### src/logic/spmc_regs.vh
// Purpose: offsets, fields, reset values and timing for the power mode control block
// Assumes: 8-bit management registers at byte offsets
// Notes: included by the power control design file by bare name
`ifndef SPMC_REGS_VH
`define SPMC_REGS_VH

`define SPMC_ADDR_FC_OPTS 8'h0c
`define SPMC_ADDR_FTEST 8'h0d
`define SPMC_ADDR_PMODE 8'h0e
`define SPMC_ADDR_SLEEP 8'h0f

`define SPMC_FC_OPTS_PASS_BIT 0
`define SPMC_PMODE_PLL_BIT 5
`define SPMC_PMODE_MODE_HI 4
`define SPMC_PMODE_MODE_LO 3

`define SPMC_RST_FC_OPTS 8'h00
`define SPMC_RST_FTEST 8'h00
`define SPMC_RST_PLL 1'h0
`define SPMC_RST_MODE 2'h0
`define SPMC_RST_SLEEP 8'h50

`define SPMC_MODE_NORMAL 2'h0
`define SPMC_MODE_EDETECT 2'h1
`define SPMC_MODE_SOFT_PD 2'h2
`define SPMC_MODE_PSAVE 2'h3

`define SPMC_UNIT_MS 20
`define SPMC_CLK_MHZ 100

`endif

### src/logic/spmc_power_ctrl.v
// Purpose: power mode, pll power-down, sleep timer and flow-control pass controls
// Assumes: simple synchronous register port on the core clock; energy input from pins
// Notes: registers 0x0c..0x0f; writes to read-only bits are ignored
`include "spmc_regs.vh"

// Summary of operation
// Flow-control frames pass when the bit is one and are dropped at zero, the reset value.
// The pll bit acts only in energy-detect mode: zero lets the pll stop, one keeps it on.
// Mode 00 normal, 01 energy-detect, 10 soft power-down, 11 power-saving; resets to 00.
// Energy-detect mode sleeps only after no energy for the sleep value times 20 ms in a row.
// The eight-bit sleep value resets to 80 units, a 1.6 s default interval.
// Any energy before expiry clears the no-energy count so timing restarts from zero.
module spmc_power_ctrl #(
    parameter integer UNIT_CYCLES = `SPMC_UNIT_MS * 1000 * `SPMC_CLK_MHZ
) (
    input wire clock,
    input wire nrst,
    input wire reg_wr,
    input wire reg_rd,
    input wire [7:0] reg_addr,
    input wire [7:0] reg_wdata,
    output reg [7:0] reg_rdata,
    input wire energy_in,
    output reg pass_flow_ctrl,
    output reg [1:0] power_mode,
    output reg pll_power_down,
    output reg low_power,
    output reg soft_power_down,
    output reg power_saving
);
    // timer states
    localparam ST_AWAKE = 1'b0;
    localparam ST_ASLEEP = 1'b1;

    reg [7:0] fc_opts_reg;
    reg [7:0] fc_opts_next;
    reg pll_keep_reg;
    reg pll_keep_next;
    reg [1:0] mode_reg;
    reg [1:0] mode_next;
    reg [7:0] sleep_reg;
    reg [7:0] sleep_next;
    reg [7:0] units_reg;
    reg [7:0] units_next;
    reg state_reg;
    reg state_next;
    reg energy_s1_reg;
    reg energy_s2_reg;
    reg [7:0] rdata_next;
    reg pass_next;
    reg [1:0] mode_out_next;
    reg soft_pd_next;
    reg psave_next;
    reg low_power_next;
    reg pll_down_next;
    wire unit_tick;
    wire edetect;
    wire restart;
    wire expired;
    wire wr_fc_opts;
    wire wr_pmode;
    wire wr_sleep;

    // one write strobe per mapped register; 0x0d is read-only
    assign wr_fc_opts = reg_wr && (reg_addr == `SPMC_ADDR_FC_OPTS);
    assign wr_pmode = reg_wr && (reg_addr == `SPMC_ADDR_PMODE);
    assign wr_sleep = reg_wr && (reg_addr == `SPMC_ADDR_SLEEP);

    // timing runs only in energy-detect mode
    assign edetect = (mode_reg == `SPMC_MODE_EDETECT);
    assign restart = energy_s2_reg || !edetect;
    // a sleep value of zero enters low power at once
    assign expired = (units_reg >= sleep_reg);

    // energy indication is asynchronous to the core clock
    // second flop is the only reader of the first
    always @(posedge clock or negedge nrst) begin
        if (!nrst) begin
            energy_s1_reg <= 1'b0;
            energy_s2_reg <= 1'b0;
        end else begin
            energy_s1_reg <= energy_in;
            energy_s2_reg <= energy_s1_reg;
        end
    end

    // one tick per sleep unit, held while counting is off
    spmc_tick_div #(
        .PERIOD(UNIT_CYCLES)
    ) u_div (
        .clock(clock),
        .nrst(nrst),
        .clear(restart),
        .tick(unit_tick)
    );

    // next register values; other addresses leave everything alone
    always @* begin
        fc_opts_next = fc_opts_reg;
        pll_keep_next = pll_keep_reg;
        mode_next = mode_reg;
        sleep_next = sleep_reg;
        if (wr_fc_opts) begin
            fc_opts_next = reg_wdata;
        end
        if (wr_pmode) begin
            pll_keep_next = reg_wdata[`SPMC_PMODE_PLL_BIT];
            mode_next = reg_wdata[`SPMC_PMODE_MODE_HI:`SPMC_PMODE_MODE_LO];
        end
        if (wr_sleep) begin
            sleep_next = reg_wdata;
        end
    end

    // register storage
    always @(posedge clock or negedge nrst) begin
        if (!nrst) begin
            fc_opts_reg <= `SPMC_RST_FC_OPTS;
            pll_keep_reg <= `SPMC_RST_PLL;
            mode_reg <= `SPMC_RST_MODE;
            sleep_reg <= `SPMC_RST_SLEEP;
        end else begin
            fc_opts_reg <= fc_opts_next;
            pll_keep_reg <= pll_keep_next;
            mode_reg <= mode_next;
            sleep_reg <= sleep_next;
        end
    end

    // no-energy interval timer
    always @* begin
        units_next = units_reg;
        state_next = state_reg;
        case (state_reg)
            ST_AWAKE: begin
                if (restart) begin
                    units_next = 8'h00;
                end else if (expired) begin
                    state_next = ST_ASLEEP;
                end else if (unit_tick) begin
                    units_next = units_reg + 8'h01;
                end
            end
            ST_ASLEEP: begin
                if (restart) begin
                    units_next = 8'h00;
                    state_next = ST_AWAKE;
                end
            end
            default: begin
                units_next = 8'h00;
                state_next = ST_AWAKE;
            end
        endcase
    end

    // timer state and count
    always @(posedge clock or negedge nrst) begin
        if (!nrst) begin
            units_reg <= 8'h00;
            state_reg <= ST_AWAKE;
        end else begin
            units_reg <= units_next;
            state_reg <= state_next;
        end
    end

    // output levels, one cycle behind the registers
    // pll bit clear lets the pll stop once asleep
    always @* begin
        pass_next = fc_opts_reg[`SPMC_FC_OPTS_PASS_BIT];
        mode_out_next = mode_reg;
        soft_pd_next = (mode_reg == `SPMC_MODE_SOFT_PD);
        psave_next = (mode_reg == `SPMC_MODE_PSAVE);
        low_power_next = (state_reg == ST_ASLEEP) && edetect;
        pll_down_next = low_power_next && !pll_keep_reg;
    end

    // read data holds until the next read
    // unmapped addresses and reserved bits read as zero
    always @* begin
        rdata_next = reg_rdata;
        if (reg_rd) begin
            case (reg_addr)
                `SPMC_ADDR_FC_OPTS: begin
                    rdata_next = fc_opts_reg;
                end
                `SPMC_ADDR_FTEST: begin
                    rdata_next = `SPMC_RST_FTEST;
                end
                `SPMC_ADDR_PMODE: begin
                    rdata_next = {2'h0, pll_keep_reg, mode_reg, 3'h0};
                end
                `SPMC_ADDR_SLEEP: begin
                    rdata_next = sleep_reg;
                end
                default: begin
                    rdata_next = 8'h00;
                end
            endcase
        end
    end

    // every output straight from a flop
    always @(posedge clock or negedge nrst) begin
        if (!nrst) begin
            pass_flow_ctrl <= 1'b0;
            power_mode <= `SPMC_MODE_NORMAL;
            soft_power_down <= 1'b0;
            power_saving <= 1'b0;
            low_power <= 1'b0;
            pll_power_down <= 1'b0;
            reg_rdata <= 8'h00;
        end else begin
            pass_flow_ctrl <= pass_next;
            power_mode <= mode_out_next;
            soft_power_down <= soft_pd_next;
            power_saving <= psave_next;
            low_power <= low_power_next;
            pll_power_down <= pll_down_next;
            reg_rdata <= rdata_next;
        end
    end
endmodule

### src/logic/spmc_tick_div.v
// Purpose: one-cycle enable pulse every period of clock cycles
// Assumes: single clock domain
// Notes: period must be at least 2
module spmc_tick_div #(
    parameter integer PERIOD = 2000000
) (
    input wire clock,
    input wire nrst,
    input wire clear,
    output reg tick
);
    reg [31:0] cnt_reg;

    always @(posedge clock or negedge nrst) begin
        if (!nrst) begin
            cnt_reg <= 32'h0;
            tick <= 1'b0;
        end else if (clear) begin
            cnt_reg <= 32'h0;
            tick <= 1'b0;
        end else if (cnt_reg == PERIOD[31:0] - 32'h1) begin
            cnt_reg <= 32'h0;
            tick <= 1'b1;
        end else begin
            cnt_reg <= cnt_reg + 32'h1;
            tick <= 1'b0;
        end
    end
endmodule

### config.mk
export PLATFORM = sky130hd
export DESIGN_NAME = spmc_power_ctrl
export DESIGN_NICKNAME = d
export VERILOG_FILES = /design/src/logic/spmc_power_ctrl.v /design/src/logic/spmc_tick_div.v
export VERILOG_INCLUDE_DIRS = /design/src /design/src/logic
export SDC_FILE = /design/constraint.sdc
export NUM_CORES = 1
export LEC_CHECK = 0
export ABC_AREA = 0
export BUFFER_PORTS_ARGS = -buffer_cell sky130_fd_sc_hd__buf_2
export CAP_MARGIN = 10
export CORE_UTILIZATION = 40
export CTS_CLUSTER_SIZE = 14
export DETAILED_ROUTE_END_ITERATION = 10
export PLACE_DENSITY_LB_ADDON = 0.25
export REMOVE_ABC_BUFFERS = 1
export SYNTH_ARGS = -nofsm -noshare
export SYNTH_HDL_FRONTEND = slang
export SYNTH_SLANG_ARGS = --single-unit
export TNS_END_PERCENT = 30
### constraint.sdc
create_clock -name clock -period 2.4 [get_ports clock]
set_clock_uncertainty 0.1 [all_clocks]
set_input_delay 0.24 -clock clock [delete_from_list [all_inputs] [get_ports clock]]
set_output_delay 0.24 -clock clock [all_outputs]
set_load 0.01 [all_outputs]
Word level (Yosys, flattened, before mapping) --
Cells that the tools add are included.
Word-level totals: input bits 21, bits in registers 78, logic and storage cells 54, output and inout bits 15
Cells by class: mux-type cells 14, reduce and logical (&&, ||, !) cells 9, add/sub/neg operators 2, $lt $le $gt $ge 1, equal/unequal tests 10, bitwise logic cells 1
Operators with widths (count):
- 32-bit two-way mux | 2
- 32-bit by 1-bit adder with 32-bit output, second input constant | 1
- 32-bit by 21-bit equality test with 1-bit output, second input constant | 1
- 8-bit two-way mux | 4
- 8-bit by 4-bit equality test with 1-bit output, second input constant | 3
- 8-bit case mux with 3 select lines | 1
- 8-bit case mux with 2 select lines | 1
- 8-bit by 1-bit adder with 8-bit output, second input constant | 1
- 8-bit greater-or-equal comparator | 1
- 1-bit logical AND | 5
- 1-bit two-way mux | 5
- 2-bit equality test, second input constant | 2
- 3-bit by 2-bit != test with 1-bit output, second input constant | 1
- 3-bit != test, second input constant | 1
- 3-bit AND reduction | 1
- 2-bit by 1-bit equality test with 1-bit output, second input constant | 1
- 1-bit zero test | 2
- 2-bit by 1-bit != test with 1-bit output, second input constant | 1
- 1-bit case mux with 2 select lines | 1
- 1-bit logical OR | 1
- 1-bit inverter | 1

Logic depth before layout (Yosys ltp) --
depth after elaboration 5, depth in mapped cells 8, depth with buffers taken out 7

Cells and area by module --
From an unflattened synthesis, not the netlist that was laid out.
Unflattened totals: cell total of the unflattened synthesis 369, area, all modules 4037.6 um^2
By module, submodules not included:
- spmc_power_ctrl | seq. area each 1128.6 um^2, times used 1, area an instance 2152.1 um^2, cells each 182
- spmc_tick_div | seq. area each 825.8 um^2, times used 1, area an instance 1885.6 um^2, cells each 187

Least setup slack after synthesis --
No wires, ideal clock.
path type flip-flop to flip-flop, start register units_reg[0], end register units_reg[3], path slack 0.209 ns, data arrival time 2.009 ns, stages on the path, launching flop included 8, buffers on the path 0, data required time 2.218 ns, clock period less this slack 2.191 ns, library setup time 0.082 ns, path through dfrtp_1 inv_1 ha_1 nand2b_1 a2111oi_2 o211ai_1 or4_1 a31oi_1
On the way: longest elaborated chain between the ends 5, elaborated cells on any way between the ends 8, classes of those cells add/sub: 1; order compare: 1; eq/ne: 1; mux: 4; reduce/logical: 1
Ends and longest elaborated chain:
- start: declaration | line spmc_power_ctrl.v:43 | reg [7:0] units_reg;
- start signal: assignment | line spmc_power_ctrl.v:163 | units_reg <= units_next;
- 8-bit by 1-bit adder with 8-bit output | line spmc_power_ctrl.v:141 | units_next = units_reg + 8'h01;
- 8-bit two-way mux | line spmc_power_ctrl.v:140 | end else if (unit_tick) begin
- 8-bit two-way mux | line spmc_power_ctrl.v:138 | end else if (expired) begin
- 8-bit two-way mux | line spmc_power_ctrl.v:136 | if (restart) begin
- 8-bit case mux with 2 select lines | line spmc_power_ctrl.v:134 | case (state_reg)
Parallel ways exist; a longest one is shown, timed or not. The select of a mux whose other input is x is not followed. A chain may end at the register's enable or synchronous reset.

Final worst setup path --
start register sleep_reg[6], end register units_reg[4]
On the way: longest elaborated chain between the ends 3
Ends and longest elaborated chain:
- start: declaration | line spmc_power_ctrl.v:41 | reg [7:0] sleep_reg;
- start signal: assignment | line spmc_power_ctrl.v:121 | sleep_reg <= `SPMC_RST_SLEEP;
- start signal: assignment | line spmc_power_ctrl.v:126 | sleep_reg <= sleep_next;
- 8-bit greater-or-equal comparator | line spmc_power_ctrl.v:73 | assign expired = (units_reg >= sleep_reg);
- 3-bit != test (no source line)
- 3-bit AND reduction (no source line)
No other way between the ends.

==> metrics.txt <==
ys flop type dfrtp_1; core area 0.009284 mm^2; Pwr Density roughly 600 mW/mm^2; Overall Power roughly 2700 uW; Non-Filler Cell Area, Final 0.004516 mm^2; Non-Filler Instances between 500 and 600; layout cells sized above 1 0.2308; wire length per cell 13.90 um; H-tree depth 3; Async SR Flop Fraction 1.000; CTS sink count 78; critical path class reg -> reg; Worst EP required 2.58 ns; post-route ant nets 0; die width 100.2 um; Worst Hold Endpoint fc_opts_reg[0]$_DFFE_PN0P_; first-pass GRT wire length about 13000 um; Slew @ Worst Pin approximately 0.57 ns; Synth top area share 0.4930; EDFF count, synth 0; number of synthesis warnings 0; hold path cells 2; Pleak roughly 0.0020 uW; Slew Viols, Final 0; r2r worst-path depth 8; CTS tree yes; DP Cell Count between 500 and 600; Metal-1 WL 3611 um; routed wl met3 226 um; startpoint types flip-flop; class of the most critical hold timing path in -> reg; Synth area leader dfrtp_1; Fillers just under 900; Largest register FFs 32; num rows 35; Max Root-Sink Buffers 2; origin of the worst setup path sleep_reg[6]$_DFFE_PN1P_; nets 442; GR Util All Layers 0.1682; worst rel slew slack 0.6165; Cells after Synth roughly 360; RR Endpoint units_reg[4]$_DFFE_PN0P_; max incr delay on CP about 0.54 ns; initial antenna violation count 0; IO Port Bufs 35; # IOs 36; Mapped Area approximately 0.0039 mm^2; DP HPWL around 5400 um; Hold Slack 0.03947 ns; synthesis-to-finish area growth 17.06%; CP max-delay cell dfstp_2; synth top area cells dfrtp_1 49%, mux2_2 5.5%, xor2_1 4.1%; DR top layer met4; min-delay src reg_wdata[0]; cts bufs inserted 9; DRT Wirelength 7575 um; Ant. Diodes 0; fin crit period around 2.3 ns; WP data arrival roughly 2.5 ns; Peak VDD IR just over 300 uV; crit path cell chain inv_1 -> ha_1 -> and3_1 -> o21ai_2 -> o211ai_1 -> buf_4 -> or3_1 -> a21oi_1; grt ovf 0; worst reg2reg path startpoint sleep_reg[6]$_DFFE_PN1P_; die height ~100 um; drt via density roughly 5.2; Synth Area per Inst 10.63 um^2; Crit Path Max Fanout 6; Setup Buffers After CTS 0; status finished, final reports clean; element type at the critical path end flip-flop; Max Cap Viol 0; drc violations 0; number of DRC markers in iteration 0 85; Unique masters post-synth 47; Clk Tree Root Cell clkbuf_8; RePlAce Congestion between 0.7 and 0.8; vias in the first global route approximately 2800; Initial Util 0.4155; # setup viols final 0; worst-skew pair later-pin latency 0.35 ns; Clock Pin Slew Worst Setup and Hold Paths 0.08 ns; met2 routed WL between 3000 and 4000 um; Final Hold Fails 0; FF-to-FF setup slack 0.11 ns; die area 0.01004 mm^2; setup repair after global routing missed its margin true; Cell Area, Placed between 0.004 and 0.005 mm^2; sequential share of the synthesized area 0.5066; largest net degree at the start of global routing 39; Final period util 0.9557; Vias about 2800; total negative slack 0 ns; fmax between 0.4 and 0.5 GHz; DR pass1 iterations 4; FF+latch count, synth a little under 80
[layout make-up]
class                   count  area [um^2]  area share
well taps                 129        161.4     0.03574
clock inverters             4        95.09     0.02106
repair buffers             49        297.8     0.06595
clock buffers              12        145.1     0.03214
inverters                  20        75.07     0.01663
flip-flops and latches     78         1954      0.4328
multi-input cells         253         1787      0.3957
[report_power, final]
part | total (uW) | switching (uW) | internal (uW)
combinational | 157 | 92.2 | 64.4
clock | 1180 | 465 | 719
sequential | 1350 | 13.9 | 1340
total | 2690 | 571 | 2120
[cell usage in the layout, fill, tap and decap left out, types with 3 or more instances in the layout]
master and n:
nand4_1 13, a22o_1 7, a21o_1 3, bufinv_16 3, nand2_1 15, xor2_1 18
buf_4 11, and2_1 4, a21oi_1 9, dfrtp_1 76, nand3_1 29, a31oi_1 3
or2_2 3, clkbuf_8 10, mux2_2 19, o22ai_1 3, nor4_1 7, or3_1 3
mux2i_1 3, nor2_1 39, and3_1 8, buf_2 35, inv_1 20, xnor2_1 9
and4_1 4, or4_1 6, o21ai_0 10, ha_1 10, o31ai_1 3, nor4b_1 3
[synthesized netlist by cell type (all sizes together) (4+ instances only)]
library cell	n
a21oi	9
a22o	7
and2	4
and3	8
and4	5
buf	8
clkbuf	4
dfrtp	76
ha	10
inv	20
mux2	19
nand2	15
nand3	29
nand4	16
nor2	41
nor4	9
o21ai	11
or4	6
xnor2	9
xor2	18
[per-stage QoR]
| step | setup slack (ns) | util |
|---|---|---|
| after floorplan | 0.02565 | - |
| after global placement | 0.1098 | 0.4561 |
| after detailed placement | 0.05652 | 0.4561 |
| after CTS | 0.04104 | 0.4841 |
| after global routing | 0.0001661 | 0.4864 |
| final | 0.1062 | 0.4864 |
[cells by family after synthesis]
logic type,share of synthesized area
DFF,0.5066
adders and majority gates,0.03244
AOI/OAI and AO/OA,0.07103
muxes,0.06325
and+or+nand+nor,0.2309
xor gates and xnor gates,0.06130
buffers and inverters,0.03438
[critical path: cells and delay by family, from the launching register on]
kind	cells	cell delay, ns
DFF	1	0.54
buffers and inverters	2	0.26
AOI/OAI and AO/OA	3	0.46
and+or+nand+nor	2	0.55
adders and majority gates	1	0.31
[how the worst max path moves through the flow]
| stage | endpoint | slack [ns] |
|---|---|---|
| floorplan | units_reg[3]$_DFFE_PN0P_ | 0.03 |
| global placement | units_reg[4]$_DFFE_PN0P_ | 0.11 |
| detailed placement | units_reg[4]$_DFFE_PN0P_ | 0.06 |
| CTS | units_reg[4]$_DFFE_PN0P_ | 0.04 |
| global route | units_reg[0]$_DFFE_PN0P_ | 0.0002 |
| finish | units_reg[4]$_DFFE_PN0P_ | 0.11 |
[repair_timing]
action	in CTS	in global routing
gates resized for setup	0	4
setup endpoints to repair	0	7
hold buffers	2	0
endpoints found under the hold margin	36	0
[routing by layer]
metal  vias up  global-route usage
met2        51              0.2740
met3        12             0.02855
met1      1358              0.2142
met5         -                   0
met4         0             0.09030
li1       1391                   -
(Power assumes the default switching activity.)
